**config.mk**
```make
export PLATFORM = sky130hd
export DESIGN_NAME = acp_top
export DESIGN_NICKNAME = d
export VERILOG_FILES = /design/src/acp_pkg.sv /design/src/acp_sync.sv /design/src/acp_top.sv
export SDC_FILE = /design/constraint.sdc
export NUM_CORES = 1
export LEC_CHECK = 0
export ABC_AREA = 1
export BUFFER_PORTS_ARGS = -buffer_cell sky130_fd_sc_hd__buf_2
export CORE_MARGIN = 5
export CORE_UTILIZATION = 56
export DETAILED_ROUTE_END_ITERATION = 10
export HOLD_SLACK_MARGIN = 0.1
export PLACE_DENSITY = 0.77
export SLEW_MARGIN = 20
export SYNTH_ARGS = -nofsm -noshare
export SYNTH_HDL_FRONTEND = slang
export SYNTH_SLANG_ARGS = --single-unit
export TNS_END_PERCENT = 30
```
**constraint.sdc**
```tcl
create_clock -name clk -period 1.8 [get_ports clk]
set_input_delay 0.45 -clock clk [delete_from_list [all_inputs] [get_ports clk]]
set_output_delay 0.45 -clock clk [all_outputs]
set_load 0.05 [all_outputs]
```
**src/acp_pkg.sv**
```systemverilog
// Shared constants for the converter control and output port
`default_nettype none
package acp_pkg;

    // Clock and timing
    localparam int CLK_PERIOD_NS  = 10;
    localparam int CONV_TIME_NS   = 480;
    localparam int ACQ_TIME_NS    = 250;
    localparam int SCLK_HALF_NS   = 40;
    localparam int CONV_CYC       = (CONV_TIME_NS + CLK_PERIOD_NS - 1) / CLK_PERIOD_NS;
    localparam int ACQ_CYC        = (ACQ_TIME_NS + CLK_PERIOD_NS - 1) / CLK_PERIOD_NS;
    localparam int SCLK_HALF_CYC  = (SCLK_HALF_NS + CLK_PERIOD_NS - 1) / CLK_PERIOD_NS;

    // Serial frame
    localparam int          FRAME_BITS = 32;
    localparam logic [5:0]  BITS_LAST  = 6'h1F;
    localparam logic [5:0]  BITS_FULL  = 6'h20;
    localparam logic [5:0]  BITS_HALF  = 6'h0F;

    // Register offsets (byte addresses)
    localparam logic [7:0] OFF_CTRL     = 8'h00;
    localparam logic [7:0] OFF_STATUS   = 8'h04;
    localparam logic [7:0] OFF_INT_STAT = 8'h08;
    localparam logic [7:0] OFF_INT_MASK = 8'h0C;
    localparam logic [7:0] OFF_RESULT   = 8'h10;

    // Control register fields
    localparam int CTRL_SERIAL_PARALLEL_SELECT  = 0;
    localparam int CTRL_CLK_SRC  = 1;
    localparam int CTRL_INV_SCLK = 2;
    localparam int CTRL_INV_SYNC = 3;
    localparam int CTRL_PWR_DOWN = 4;
    localparam int CTRL_CH_ORDER = 5;
    localparam int CTRL_IMPULSE  = 6;
    localparam int CTRL_W        = 7;
    localparam logic [6:0] CTRL_RESET = 7'h00;

    // Interrupt status fields
    localparam int INT_DONE  = 0;
    localparam int INT_RDERR = 1;
    localparam int INT_CHAN  = 2;
    localparam int INT_W     = 3;
    localparam logic [2:0] INT_RESET = 3'h0;

    // Synchroniser lanes
    localparam int SYN_CNV  = 0;
    localparam int SYN_CS   = 1;
    localparam int SYN_RD   = 2;
    localparam int SYN_RST  = 3;
    localparam int SYN_SCLK = 4;
    localparam int SYN_W    = 5;
    localparam logic [4:0] SYN_RESET = 5'h0F;

    typedef enum logic [2:0] {
        ACP_IDLE,
        ACP_CONV_A,
        ACP_CONV_B,
        ACP_LATCH,
        ACP_ACQ
    } acp_state_t;

endpackage : acp_pkg
`default_nettype wire

```
**src/acp_sync.sv**
```systemverilog
// Two-flop synchroniser bank for pins entering the clk domain
`timescale 1ns/1ps
`default_nettype none
module acp_sync #(
    parameter int         W          = 1,
    parameter logic [W-1:0] RESET_VAL = '0
) (
    input  wire logic         clk,
    input  wire logic         rst_n,
    input  wire logic [W-1:0] async_in,
    output logic      [W-1:0] sync_out
);

    genvar i;
    generate
        for (i = 0; i < W; i++)
        begin : g_lane
            logic stage1_ff;
            logic stage2_ff;
            always_ff @(posedge clk or negedge rst_n)
            begin
                if (!rst_n)
                begin
                    stage1_ff <= RESET_VAL[i];
                    stage2_ff <= RESET_VAL[i];
                end
                else
                begin
                    stage1_ff <= async_in[i];
                    stage2_ff <= stage1_ff;
                end
            end
            assign sync_out[i] = stage2_ff;
        end
    endgenerate

endmodule : acp_sync
`default_nettype wire

```
**src/acp_top.sv**
```systemverilog
// Converter control, parallel/serial result port and APB registers
// Summary of operation
// - Parallel mode drives shared pins as bits 8-11
// - Serial mode floats parallel bits 12 to 15
// - Shift clock pin driven internally, else host input
// - Invert input picks shift clock update edge
// - Internal clock serial mode drives frame marker
// - Marker high framing data, low pulse mid-frame
// - Inverted marker low framing, high pulse mid-frame
// - Unfinished slave read at conversion end flags error
// - Busy high from start until results latched
// - Done strobe pulses low per channel finished
// - Output bus enabled only with select and read low
// - Select low gates the external shift clock
// - High reset input aborts conversion
// - Power-down lets current conversion finish, blocks more
// - Convert-start falling edge holds and converts
// - Impulse mode restarts if start still low
// - 32-bit shifter, MSB first, channel order selectable
// - External clock updates on rising, inverted falling
`timescale 1ns/1ps
`default_nettype none
module acp_top (
    input  wire logic        clk,
    input  wire logic        rst_n,
    input  wire logic        psel,
    input  wire logic        penable,
    input  wire logic        pwrite,
    input  wire logic [7:0]  paddr,
    input  wire logic [31:0] pwdata,
    output logic      [31:0] prdata,
    output logic             pready,
    output logic             pslverr,
    input  wire logic        convert_start_n,
    input  wire logic        cs_n,
    input  wire logic        rd_n,
    input  wire logic        converter_reset,
    input  wire logic        shift_clock_in,
    input  wire logic [15:0] result_a,
    input  wire logic [15:0] result_b,
    output logic      [15:0] pin_out,
    output logic      [15:0] pin_oe,
    output logic             busy,
    output logic             eoc_n,
    output logic             irq
);

    // Pin synchronisers
    logic [acp_pkg::SYN_W-1:0] syn_in;
    logic [acp_pkg::SYN_W-1:0] syn_out;

    assign syn_in = {shift_clock_in, converter_reset, rd_n, cs_n, convert_start_n};

    acp_sync #(
        .W         (acp_pkg::SYN_W),
        .RESET_VAL (acp_pkg::SYN_RESET)
    ) u_sync (
        .clk      (clk),
        .rst_n    (rst_n),
        .async_in (syn_in),
        .sync_out (syn_out)
    );

    wire cnv_s  = syn_out[acp_pkg::SYN_CNV];
    wire cs_s   = syn_out[acp_pkg::SYN_CS];
    wire rd_s   = syn_out[acp_pkg::SYN_RD];
    wire crst_s = syn_out[acp_pkg::SYN_RST];
    wire sclk_s = syn_out[acp_pkg::SYN_SCLK];

    // State
    acp_pkg::acp_state_t state_ff;
    acp_pkg::acp_state_t nxt_state;
    logic [15:0]                 cnt_ff;
    logic [15:0]                 nxt_cnt;
    logic [acp_pkg::CTRL_W-1:0]  ctrl_ff;
    logic [acp_pkg::INT_W-1:0]   int_stat_ff;
    logic [acp_pkg::INT_W-1:0]   int_mask_ff;
    logic [15:0]                 data_a_ff;
    logic [15:0]                 data_b_ff;
    logic                        data_valid_ff;
    logic                        busy_ff;
    logic                        eoc_n_ff;
    logic                        cnv_prev_ff;
    logic                        rd_prev_ff;
    logic                        sclk_prev_ff;
    logic [31:0]                 shreg_ff;
    logic [5:0]                  bit_cnt_ff;
    logic                        mst_run_ff;
    logic                        sclk_ff;
    logic [15:0]                 div_cnt_ff;
    logic                        mid_pulse_ff;
    logic                        read_done_ff;
    logic                        rderr_ff;
    logic                        par_sel_ff;
    logic [15:0]                 pin_out_ff;
    logic [15:0]                 pin_oe_ff;

    // Control decode
    wire ser_mode   = ctrl_ff[acp_pkg::CTRL_SERIAL_PARALLEL_SELECT];
    wire ext_clk    = ctrl_ff[acp_pkg::CTRL_CLK_SRC];
    wire inv_sclk   = ctrl_ff[acp_pkg::CTRL_INV_SCLK];
    wire inv_sync   = ctrl_ff[acp_pkg::CTRL_INV_SYNC];
    wire pwr_down   = ctrl_ff[acp_pkg::CTRL_PWR_DOWN];
    wire ch_order   = ctrl_ff[acp_pkg::CTRL_CH_ORDER];
    wire impulse    = ctrl_ff[acp_pkg::CTRL_IMPULSE];

    wire cnv_fall   = cnv_prev_ff & ~cnv_s;
    wire bus_en     = ~cs_s & ~rd_s;
    wire rd_rise    = rd_s & ~rd_prev_ff & ~cs_s;
    wire cnt_conv   = (cnt_ff == 16'(acp_pkg::CONV_CYC - 1));
    wire cnt_acq    = (cnt_ff == 16'(acp_pkg::ACQ_CYC - 1));
    wire a_done     = (state_ff == acp_pkg::ACP_CONV_A) && cnt_conv;
    wire b_done     = (state_ff == acp_pkg::ACP_CONV_B) && cnt_conv;
    wire latch_evt  = (state_ff == acp_pkg::ACP_LATCH);
    wire start_ok   = ~pwr_down;

    // Conversion sequencer
    always_comb
    begin
        nxt_state = state_ff;
        nxt_cnt   = cnt_ff + 16'h0001;
        case (state_ff)
            acp_pkg::ACP_IDLE:
            begin
                nxt_cnt = 16'h0000;
                if (cnv_fall && start_ok)
                    nxt_state = acp_pkg::ACP_CONV_A;
            end
            acp_pkg::ACP_CONV_A:
            begin
                if (cnt_conv)
                begin
                    nxt_state = acp_pkg::ACP_CONV_B;
                    nxt_cnt   = 16'h0000;
                end
            end
            acp_pkg::ACP_CONV_B:
            begin
                if (cnt_conv)
                begin
                    nxt_state = acp_pkg::ACP_LATCH;
                    nxt_cnt   = 16'h0000;
                end
            end
            acp_pkg::ACP_LATCH:
            begin
                nxt_cnt   = 16'h0000;
                nxt_state = impulse ? acp_pkg::ACP_ACQ : acp_pkg::ACP_IDLE;
            end
            acp_pkg::ACP_ACQ:
            begin
                if (cnt_acq)
                begin
                    nxt_cnt = 16'h0000;
                    // Start still held low: convert at once
                    if (!cnv_s && start_ok)
                        nxt_state = acp_pkg::ACP_CONV_A;
                    else
                        nxt_state = acp_pkg::ACP_IDLE;
                end
            end
            default:
            begin
                nxt_state = acp_pkg::ACP_IDLE;
                nxt_cnt   = 16'h0000;
            end
        endcase
    end

    wire nxt_busy = (nxt_state == acp_pkg::ACP_CONV_A) ||
                    (nxt_state == acp_pkg::ACP_CONV_B) ||
                    (nxt_state == acp_pkg::ACP_LATCH);

    // Converter reset pin acts like a synchronous abort
    always_ff @(posedge clk or negedge rst_n)
    begin
        if (!rst_n)
        begin
            state_ff <= acp_pkg::ACP_IDLE;
            cnt_ff   <= 16'h0000;
            busy_ff  <= 1'b0;
            eoc_n_ff <= 1'b1;
        end
        else if (crst_s)
        begin
            state_ff <= acp_pkg::ACP_IDLE;
            cnt_ff   <= 16'h0000;
            busy_ff  <= 1'b0;
            eoc_n_ff <= 1'b1;
        end
        else
        begin
            state_ff <= nxt_state;
            cnt_ff   <= nxt_cnt;
            busy_ff  <= nxt_busy;
            eoc_n_ff <= ~(a_done | b_done);
        end
    end

    always_ff @(posedge clk or negedge rst_n)
    begin
        if (!rst_n)
        begin
            cnv_prev_ff  <= 1'b1;
            rd_prev_ff   <= 1'b1;
            sclk_prev_ff <= 1'b0;
        end
        else
        begin
            cnv_prev_ff  <= cnv_s;
            rd_prev_ff   <= rd_s;
            sclk_prev_ff <= sclk_s;
        end
    end

    // Per-channel results
    always_ff @(posedge clk or negedge rst_n)
    begin
        if (!rst_n)
        begin
            data_a_ff     <= 16'h0000;
            data_b_ff     <= 16'h0000;
            data_valid_ff <= 1'b0;
        end
        else
        begin
            if (a_done)
                data_a_ff <= result_a;
            if (b_done)
                data_b_ff <= result_b;
            if (crst_s)
                data_valid_ff <= 1'b0;
            else if (latch_evt)
                data_valid_ff <= 1'b1;
        end
    end

    wire [15:0] first_word  = ch_order ? data_b_ff : data_a_ff;
    wire [15:0] second_word = ch_order ? data_a_ff : data_b_ff;

    // Serial engine: edge selection
    wire div_end   = (div_cnt_ff == 16'(acp_pkg::SCLK_HALF_CYC - 1));
    wire mst_tog   = mst_run_ff & div_end;
    // Idle level is ~inv_sclk so the first edge is a sampling edge
    wire mst_upd   = mst_tog & (sclk_ff == inv_sclk);
    wire ext_rise  = sclk_s & ~sclk_prev_ff;
    wire ext_fall  = ~sclk_s & sclk_prev_ff;
    wire ext_edge  = inv_sclk ? ext_fall : ext_rise;
    wire ext_upd   = ext_clk & ~cs_s & bus_en & ext_edge &
                     (bit_cnt_ff != acp_pkg::BITS_FULL);
    wire upd       = ser_mode & (ext_clk ? ext_upd : mst_upd);
    wire mst_last  = mst_upd & (bit_cnt_ff == acp_pkg::BITS_LAST);
    wire mst_start = ser_mode & ~ext_clk & bus_en & ~mst_run_ff & ~read_done_ff &
                     ~busy_ff & data_valid_ff;
    wire slv_part  = ext_clk & (bit_cnt_ff != 6'h00) &
                     (bit_cnt_ff != acp_pkg::BITS_FULL);
    wire rderr_evt = ser_mode & slv_part & latch_evt;

    always_ff @(posedge clk or negedge rst_n)
    begin
        if (!rst_n)
        begin
            shreg_ff     <= 32'h0000_0000;
            bit_cnt_ff   <= 6'h00;
            mst_run_ff   <= 1'b0;
            sclk_ff      <= 1'b1;
            div_cnt_ff   <= 16'h0000;
            mid_pulse_ff <= 1'b0;
            read_done_ff <= 1'b0;
            rderr_ff     <= 1'b0;
        end
        else if (crst_s)
        begin
            shreg_ff     <= 32'h0000_0000;
            bit_cnt_ff   <= 6'h00;
            mst_run_ff   <= 1'b0;
            sclk_ff      <= ~inv_sclk;
            div_cnt_ff   <= 16'h0000;
            mid_pulse_ff <= 1'b0;
            read_done_ff <= 1'b0;
            rderr_ff     <= 1'b0;
        end
        else if (latch_evt)
        begin
            // Fresh results replace anything half read
            shreg_ff     <= {first_word, second_word};
            bit_cnt_ff   <= 6'h00;
            mst_run_ff   <= 1'b0;
            sclk_ff      <= ~inv_sclk;
            div_cnt_ff   <= 16'h0000;
            mid_pulse_ff <= 1'b0;
            read_done_ff <= 1'b0;
            rderr_ff     <= rderr_evt;
        end
        else
        begin
            rderr_ff <= 1'b0;
            if (upd)
            begin
                shreg_ff     <= {shreg_ff[30:0], 1'b0};
                bit_cnt_ff   <= bit_cnt_ff + 6'h01;
                mid_pulse_ff <= (bit_cnt_ff == acp_pkg::BITS_HALF);
            end
            if (mst_start)
            begin
                mst_run_ff <= 1'b1;
                div_cnt_ff <= 16'h0000;
                sclk_ff    <= ~inv_sclk;
            end
            else if (!bus_en || mst_last)
            begin
                mst_run_ff <= 1'b0;
                div_cnt_ff <= 16'h0000;
                sclk_ff    <= ~inv_sclk;
            end
            else if (mst_run_ff)
            begin
                div_cnt_ff <= div_end ? 16'h0000 : div_cnt_ff + 16'h0001;
                if (mst_tog)
                    sclk_ff <= ~sclk_ff;
            end
            else
            begin
                sclk_ff <= ~inv_sclk;
            end
            if (!bus_en)
                read_done_ff <= 1'b0;
            else if (mst_last)
                read_done_ff <= 1'b1;
        end
    end

    // Frame marker: active level framing data, inverted for one bit mid-frame
    wire frame_on  = mst_run_ff & ~mid_pulse_ff;
    wire sync_lvl  = inv_sync ? ~frame_on : frame_on;

    // Parallel read alternates channels on each read strobe
    always_ff @(posedge clk or negedge rst_n)
    begin
        if (!rst_n)
            par_sel_ff <= 1'b0;
        else if (latch_evt || crst_s)
            par_sel_ff <= 1'b0;
        else if (rd_rise && !ser_mode)
            par_sel_ff <= ~par_sel_ff;
    end

    wire [15:0] par_word = par_sel_ff ? second_word : first_word;
    wire [15:0] ser_word = {4'h0, rderr_ff, sync_lvl, sclk_ff, shreg_ff[31], 8'h00};
    wire [15:0] par_oe   = {16{bus_en}};
    wire [15:0] ser_oe   = {4'h0, bus_en & ext_clk, bus_en & ~ext_clk,
                            bus_en & ~ext_clk, bus_en, 8'h00};
    wire [15:0] nxt_pin_out = ser_mode ? ser_word : par_word;
    wire [15:0] nxt_pin_oe  = ser_mode ? ser_oe : par_oe;

    always_ff @(posedge clk or negedge rst_n)
    begin
        if (!rst_n)
        begin
            pin_out_ff <= 16'h0000;
            pin_oe_ff  <= 16'h0000;
        end
        else
        begin
            pin_out_ff <= nxt_pin_out;
            pin_oe_ff  <= nxt_pin_oe;
        end
    end

    // APB slave, zero wait states
    wire apb_acc   = psel & penable;
    wire apb_wr    = apb_acc & pwrite;
    wire hit_ctrl  = (paddr == acp_pkg::OFF_CTRL);
    wire hit_stat  = (paddr == acp_pkg::OFF_STATUS);
    wire hit_int   = (paddr == acp_pkg::OFF_INT_STAT);
    wire hit_mask  = (paddr == acp_pkg::OFF_INT_MASK);
    wire hit_res   = (paddr == acp_pkg::OFF_RESULT);
    wire hit_any   = hit_ctrl | hit_stat | hit_int | hit_mask | hit_res;

    wire [acp_pkg::INT_W-1:0] int_set = {a_done | b_done, rderr_evt, latch_evt};
    wire [acp_pkg::INT_W-1:0] int_clr = (apb_wr && hit_int) ?
                                        pwdata[acp_pkg::INT_W-1:0] : 3'h0;
    // Set wins over a simultaneous write-one clear
    wire [acp_pkg::INT_W-1:0] nxt_int_stat = (int_stat_ff & ~int_clr) | int_set;

    always_ff @(posedge clk or negedge rst_n)
    begin
        if (!rst_n)
        begin
            ctrl_ff     <= acp_pkg::CTRL_RESET;
            int_mask_ff <= acp_pkg::INT_RESET;
            int_stat_ff <= acp_pkg::INT_RESET;
        end
        else
        begin
            if (apb_wr && hit_ctrl)
                ctrl_ff <= pwdata[acp_pkg::CTRL_W-1:0];
            if (apb_wr && hit_mask)
                int_mask_ff <= pwdata[acp_pkg::INT_W-1:0];
            int_stat_ff <= nxt_int_stat;
        end
    end

    wire [31:0] stat_word = {23'h000000, bit_cnt_ff, mst_run_ff, data_valid_ff, busy_ff};

    assign prdata  = hit_ctrl ? {25'h0000000, ctrl_ff} :
                     hit_stat ? stat_word :
                     hit_int  ? {29'h00000000, int_stat_ff} :
                     hit_mask ? {29'h00000000, int_mask_ff} :
                     hit_res  ? {data_a_ff, data_b_ff} : 32'h0000_0000;
    assign pready  = 1'b1;
    assign pslverr = apb_acc & ~hit_any;

    assign pin_out = pin_out_ff;
    assign pin_oe  = pin_oe_ff;
    assign busy    = busy_ff;
    assign eoc_n   = eoc_n_ff;
    assign irq     = |(int_stat_ff & int_mask_ff);

endmodule : acp_top
`default_nettype wire

```
After elaboration in Yosys (flattened, before gate mapping)
Cells that the tools add are included.

Output and inout bits: 69. Bits of input ports: 82. Logic and storage cells: 202. Bits in registers: 172.

Eq/ne operators: 20. Reduce and logical (&&, ||, !) cells: 25. Bitwise operators: 57. Multiplexer cells: 63. $add $sub $neg: 3.

Operators by type and width (count): $mux W32 (8); $mux W16 (14); $add A16 B1 Y16 const B (2); $pmux W16 S2 (1); $and A1 B1 Y1 (30); $mux W1 (29); $mux W3 (7); $mux W6 (3); $not A1 Y1 (18); $eq A16 B2 Y1 const B (1); $eq A16 B5 Y1 const B (1); $eq A16 B6 Y1 const B (1); $eq A8 B4 Y1 const B (2); $pmux W3 S5 (1); $eq A3 B2 Y1 const B (4); $eq A8 B3 Y1 const B (1); $eq A8 B5 Y1 const B (1); $logic_and A1 B1 Y1 (8); $logic_not A8 Y1 (1); $add A6 B1 Y6 const B (1); $and A3 B3 Y3 (2); $eq A3 B1 Y1 const B (2); $eq A6 B4 Y1 const B (1); $eq A6 B5 Y1 const B (1); other kinds (18) (28).

Depth between registers and ports, before layout
Gate-level depths: netlist of run 1.

Word-level depth: 10. Depth in mapped cells: 10. Mapped depth without buffers: 10.

Hierarchy
A second synthesis of run 1 with hierarchy kept.

Cells, all modules: 1040. Area total of the unflattened synthesis: 8260.4 um2.

Modules (own cells, without submodules): acp_top (instances 1, area an instance 7962.6 um2, sequential area each 3758.6 um2, cells an instance 1025); acp_sync (instances 1, area an instance 297.8 um2, sequential area each 260.2 um2, cells an instance 15).

Worst setup path before layout of run 1
No wires, ideal clock.

Path type: input-to-output. From: in paddr[7]. To: out prdata[23]. Path buffers: 1. Data arrival time: 2240 ps. Slack: -890 ps. Required time: 1350 ps. Stages on the path: 6. Path through: nor2_1 nand2_1 nor3_1 nand3_1 clkbuf_1 nor3_1.

Cells in the longest elaborated chain, start to end: 6. Elaborated cells between the ends (all ways): 10. Classes of those cells: eq/ne: 4; mux: 5; reduce/logical: 1.

RTL lines: start, declared (RTL line acp_top.sv:29) `input wire logic [7:0] paddr,`; $eq A8 B5 Y1 (RTL line acp_top.sv:377) `wire hit_res = (paddr == acp_pkg::OFF_RESULT);`; $mux W32 (RTL line acp_top.sv:410) `hit_res ? {data_a_ff, data_b_ff} : 32'h0000_0000;`; $mux W32 (RTL line acp_top.sv:409) `hit_mask ? {29'h00000000, int_mask_ff} :`; $mux W32 (RTL line acp_top.sv:408) `hit_int ? {29'h00000000, int_stat_ff} :`; $mux W32 (RTL line acp_top.sv:407) `hit_stat ? stat_word :`; $mux W32 (*) (RTL line acp_top.sv:406) `assign prdata = hit_ctrl ? {25'h0000000, ctrl_ff} :`; end, declared (RTL line acp_top.sv:31) `output logic [31:0] prdata,`.

Every way passes the cells marked *; elsewhere a longest branch is shown, timed or not.

Worst setup path after layout of run 1
From: in paddr[7]. To: out prdata[9].

The elaborated chain is that of the path after synthesis.

==> metrics.cfg, run 1 <==
[synth]
async_reset_ff_frac = 1.00
synthTopCellsByArea = dfrtp_1 46%, nand2_1 8.0%, nand3_1 6.1%, o21ai_0 5.6%, nor2_1 4.8%
yosys_warnings = 0
synth_top_area_share = 0.459
synth_edf_count = 0
ys_ff_latch = 160
yosysTopAreaCell = dfrtp_1
ys_seq_area_frac = 0.498
netlist_instances = 990
syn-num-nets = 1077
synth.avg_cell_area_um2 = 8.16
netlist_area_mm2 = 0.00808
synth_flop_cell = dfrtp_1
ys_types = 42

[hold_path]
whs_path_depth = 1
hold_path_end = u_sync.g_lane[3].stage1_ff$_DFF_PN1_
holdCritStartpoint = converter_reset
min_path_type = input port to flip-flop

[die]
die_area_mm2 = 0.0169
dieWidth_um = 130
rows = 43
initial_core_util = 0.577
die_h_um = 130
coreArea_mm2 = 0.0140
io_pins = 151

[timing]
final.min_clock_period_ns = 2.18
setup_ws_ns = -0.383
drv_slew = 0
whs_ns = 0.120
finalSetupViolCount = 34
fmax_mhz = 458
finalSetupTns_ns = -9.68
rsz0062_at_grt = yes
tightestPinTransition_ns = 0.547
clock_skew_ns = 0.0141
hold_violations = 0
period_share = 1.21
maxSlewHeadroom = 0.631

[clock_tree]
cts_buffers = 17
clockBufferDepth = 2
root_buffer = clkbuf_16
insertion_delay_ns = 0.43
cts_tree = yes
path_clk_slew_ns = 0.06
htreeDepth = 4
cts.sinks = 160

[power]
p_per_area_mw_per_mm2 = 773
leakagePower_nw = 4.89
power.switching_mw = 2.05
p_sw_frac = 0.250
p_int_mw = 6.14
p_total_mw = 8.19
comb_power_share = 0.093
ir_worst_vdd_uv = 711
clockPowerShare = 0.450
pwr-share-seq = 0.457

[final_layout]
fin_nets = 1225
drive_gt1_frac = 0.270
antenna_cells = 0
final_cell_mix = 168 x nand2_1, 148 x dfrtp_1, 98 x nor2_1
stdcell_count = 1331
final_common_cell = nand2_1
fillers = 940
syn2layout_area_growth_pct = 31.2

[detailed_routing]
drcViolationCount = 0
drtAntennaViolNets = 0
drt-pass1-iter-count = 5
viasPerCell = 5.90
wl_um = 24300
via_count = 7858
drt-initial-drc-count = 803
wire_per_inst_um = 18.3

[status]
violations = negative setup slack
status = complete, but fails checks

[place]
port_buffers = 124
dp_slack_ns = -0.434
hpwlAfterDp_um = 15600
placedCellCount = 1289
gp_congestion = 0.896

[global_route]
overflow = 0
grt_max_degree = 66
antenna_found_initial = 0
grt_pass1_wl_um = 37200
grt_pass1_vias = 7510
grt_usage = 0.282

[setup_path]
r2r-end = data_b_ff[12]$_DFFE_PN0P_
worstPathArrival_ns = 1.73
crit_type = input port to primary output
rrSetupSlack_ns = 0
r2r-start = cnt_ff[0]$_DFF_PN0_
critPathMaxFanout = 6
worst-r2r-cell-count = 8
cp-startpoint = paddr[7]
start_kind = input port
required_ns = 1.35
crit_path_end_kind = primary output

[flow_run]
cap_violations = 0

[power groups by stage]
stage	Sequential (mW)	Combinational, mW	Clock [mW]
2_1_floorplan	3.91	0.318	0
3_3_place_gp	3.80	0.709	0
3_5_place_dp	3.80	0.715	0
4_1_cts	3.74	0.742	3.71
5_1_grt	3.75	0.828	3.86
6_report	3.74	0.766	3.69
[stage by stage]
| step | cell area (µm²) | util |
|---|---|---|
| after global placement | 9400 | 0.672 |
| after CTS | 10500 | 0.747 |
| after global routing | 10600 | 0.757 |
| after floorplan | 8360 | - |
| after detailed placement | 9400 | 0.672 |
| final | 10600 | 0.757 |
[synthesized netlist by cell type, types with 2 or more instances]
cell type / n
nand2_1: 172
dfrtp_1: 148
nor2_1: 104
inv_1: 103
nand3_1: 99
o21ai_0: 90
nand4_1: 42
nor3_1: 41
a21oi_1: 33
buf_2: 19
clkbuf_1: 19
xor2_1: 18
buf_4: 17
o22ai_1: 16
dfstp_2: 12
ha_1: 5
inv_2: 5
nor3b_1: 5
buf_6: 4
mux2_4: 4
nand3_2: 4
a22oi_1: 3
nor2_2: 3
o221ai_1: 3
nand3b_1: 2
nor3_2: 2
nor4_1: 2
[worst max-delay path: stages]
cell and delay [ns]:
buf_6 0.10, nor2_4 0.13, nand2_2 0.07, nor3_2 0.14
nand3_2 0.16, buf_6 0.18, buf_16 0.15, nor3_4 0.19
buf_6 0.18
[cells by family after synthesis]
kind of cell / synth area share
muxes: 0.00868
other: 0.000464
xor gates and xnor gates: 0.0206
and+or+nand+nor: 0.273
buffers and inverters: 0.0928
DFF: 0.498
AOI/OAI and AO/OA: 0.0993
adders and majority gates: 0.00775
[cell type report]
type                    instances  area [µm²]  share of cell area
inverters                     109         413              0.0390
clock inverters                11         139              0.0131
flip-flops and latches        160        4020               0.379
clock buffers                  21         460              0.0435
well taps                     180         225              0.0213
repair buffers                188        1590               0.150
multi-input cells             662        3740               0.354
[metal layers]
layer | track usage | share of wire
met1 | 0.392 | 0.41
met2 | 0.428 | 0.47
met3 | 0.0659 | 0.086
met4 | 0.120 | 0.029
met5 | 0 | 0
[worst max-delay path by stage]
stage            endpoint  slack, ns  cells after the start
6_report        prdata[9]      -0.38                      9
5_1_grt         prdata[9]      -0.43                      9
4_1_cts        prdata[10]      -0.30                      9
3_5_place_dp    prdata[0]      -0.43                      9
3_3_place_gp    prdata[5]      -0.40                      8
2_1_floorplan   prdata[5]      -0.52                      5
[registers in the layout, indices dropped and copies added (netlist names), 5 cells and up]
name	flops
shreg_ff	32
cnt_ff	16
data_a_ff	16
data_b_ff	16
div_cnt_ff	16
pin_out	16
ctrl_ff	7
bit_cnt_ff	6
u_sync.g_lane.stage1_ff	5
u_sync.g_lane.stage2_ff	5
[repair_timing]
action                     4_1_cts  5_1_grt
pin swaps                        8        3
gates resized for setup        105       21
setup buffers                    3        1
hold buffers                     1        0
setup endpoints to repair       33      105
gates cloned                     2        4
hold endpoints to repair        21        0
Note: power is estimated with default switching activity, not from simulation.
==> run 2: changes to the inputs <==
- CORE_UTILIZATION: 56 -> 51
- PLACE_DENSITY: 0.77 -> 0.74
- clock period: 1.8 -> 1.9 ns (I/O delays scaled with it)
==> metrics.cfg, run 2 (synthesis gave the netlist of run 1 again) <==
[setup_path]
required_ns = 1.42  ; was 1.35 ns
crit_path_end_kind = primary output  ; unchanged
worstPathArrival_ns = 1.75  ; was 1.73 ns
start_kind = input port  ; unchanged
critPathMaxFanout = 6  ; unchanged
crit_type = input port to primary output  ; unchanged

[timing]
final.min_clock_period_ns = 2.22
whs_ns = 0.142  ; was 0.120 ns
hold_violations = 0  ; unchanged
drv_slew = 0  ; unchanged
rsz0062_at_grt = yes  ; unchanged
fmax_mhz = 450
clock_skew_ns = 0.00781  ; was 0.0141 ns
period_share = 1.17
tightestPinTransition_ns = 0.547  ; about the same
setup_ws_ns = -0.324  ; was -0.383 ns
maxSlewHeadroom = 0.632  ; was 0.631
finalSetupViolCount = 33  ; was 34

[die]
rows = 46  ; was 43
die_area_mm2 = 0.0184  ; was 0.0169 mm²
dieWidth_um = 136  ; was 130 µm
coreArea_mm2 = 0.0157  ; was 0.0140 mm²
initial_core_util = 0.514  ; was 0.577
io_pins = 151  ; unchanged
die_h_um = 136  ; was 130 µm

[clock_tree]
path_clk_slew_ns = 0.06  ; about the same
cts_tree = yes  ; unchanged
clockBufferDepth = 2  ; unchanged
cts_buffers = 17  ; unchanged
insertion_delay_ns = 0.43  ; about the same
cts.sinks = 160  ; unchanged
root_buffer = clkbuf_16  ; unchanged
htreeDepth = 4  ; unchanged

[final_layout]
drive_gt1_frac = 0.257  ; was 0.270
syn2layout_area_growth_pct = 30.5  ; was 31.2%
fin_area_mm2 = 0.0105  ; was 0.0106 mm²
largest_reg_flops = 32  ; unchanged
fin_nets = 1217  ; was 1,225
fin_util = 0.671  ; was 0.757
stdcell_count = 1359  ; was 1,331
final_cell_mix = 169 x nand2_1, 148 x dfrtp_1, 99 x nor2_1  ; was 168 x nand2_1, 148 x dfrtp_1, 98 x nor2_1
antenna_cells = 0  ; unchanged
largest-register = shreg_ff  ; unchanged
final_common_cell = nand2_1  ; unchanged

[global_route]
overflow = 0  ; unchanged
grt_usage = 0.261  ; was 0.282
antenna_found_initial = 0  ; unchanged
use_met3 = 0.0551  ; was 0.0659
busiest_layer = met2  ; unchanged
grt_max_degree = 66  ; unchanged
grt_pass1_vias = 7383  ; was 7,510
grt_pass1_wl_um = 37800  ; was 37,200 µm
met1_usage = 0.366  ; was 0.392
use_met2 = 0.400  ; was 0.428

[power]
ir_worst_vdd_uv = 736  ; was 711 µV
leakagePower_nw = 4.84  ; was 4.89 nW
p_per_area_mw_per_mm2 = 765  ; was 773 mW/mm²

[detailed_routing]
drtAntennaViolNets = 0  ; unchanged
viasPerCell = 5.56  ; was 5.90
via_count = 7558  ; was 7,858
wl_um = 23200  ; was 24,300 µm
wire_per_inst_um = 17.1  ; was 18.3 µm
drt-pass1-iter-count = 6  ; was 5
drcViolationCount = 0  ; unchanged
drt-initial-drc-count = 811  ; was 803

[place]
gp_congestion = 0.875  ; was 0.896
placedCellCount = 1319  ; was 1,289
port_buffers = 124  ; unchanged
hpwlAfterDp_um = 15400  ; was 15,600 µm
place_area_mm2 = 0.00945  ; was 0.00940 mm²
dp_slack_ns = -0.405  ; was -0.434 ns

[status]
status = complete, but fails checks  ; unchanged
violations = negative setup slack  ; unchanged

[hold_path]
min_path_type = input port to flip-flop  ; unchanged

[flow_run]
cap_violations = 0  ; unchanged

==> run 2: cell types whose count changed in the layout (fill, tap and decap cells not counted), moves of 3 or more <==
cell | before | now
buf_12 | 8 | 13
buf_6 | 47 | 40
clkbuf_16 | 20 | 17
clkinv_2 | 6 | 1
nand3_2 | 10 | 7
==> run 2: worst paths after layout <==
path                       cells past startpoint  slack, ns                              endpoint                                 start
min reg2reg                                    0       0.35  u_sync.g_lane[4].stage2_ff$_DFF_PN0_  u_sync.g_lane[4].stage1_ff$_DFF_PN0_
max reg2reg                                    7       0.17              shreg_ff[21]$_DFFE_PN0P_             bit_cnt_ff[0]$_DFFE_PN0P_
max                                            8      -0.32                            prdata[20]                              paddr[6]
min in group asynchronous                      2       0.52                 state_ff[1]$_DFF_PN0_                                 rst_n
max in group asynchronous                      3       0.73  u_sync.g_lane[2].stage2_ff$_DFF_PN1_                                 rst_n
min                                            1       0.14  u_sync.g_lane[1].stage1_ff$_DFF_PN1_                                  cs_n
==> run 2: area by class of cell <==
class | instances | area (µm²)
fill | 1199 | 5170
sequential | 160 | 4020
multi-input combinational | 662 | 3700
timing repair buffer | 180 | 1480
clock buffer | 23 | 468
inverter | 109 | 413
tap | 216 | 270
clock inverter | 9 | 183
==> run 2: what timing repair did <==
item / CTS / global route
cloned: 3 / 0
hold endpoints to repair: 34 / 0
setup buffers: 7 / 1
resized for setup: 98 / 19
hold buffers: 1 / 0
setup endpoints to repair: 33 / 59
pin swaps: 10 / 14
==> run 2: report_power, final <==
part           internal, mW  switching [mW]
sequential             3.50          0.0438
combinational         0.204           0.527
clock                  2.41            1.38
total                  6.11            1.95
==> run 2: through the flow <==
step,TNS (ns),total power [mW]
final,-8.51,8.06
after detailed placement,-10.55,4.29
after CTS,-8.04,8.08
after floorplan,-12.17,4.01
after global routing,-10.43,8.33
after global placement,-9.86,4.28
==> run 2: critical path, stage by stage <==
cell	delay, ns
buf_6	0.10
nor2_4	0.11
nand2_2	0.08
nor3_4	0.22
nand3_4	0.17
buf_8	0.20
nor3_4	0.20
buf_6	0.19
==> run 2: per-layer routing <==
metal	wire [µm]	vias up
li1	-	3562
met1	9860	3628
met2	11000	322
met3	1690	46
met4	691	0
met5	0	-
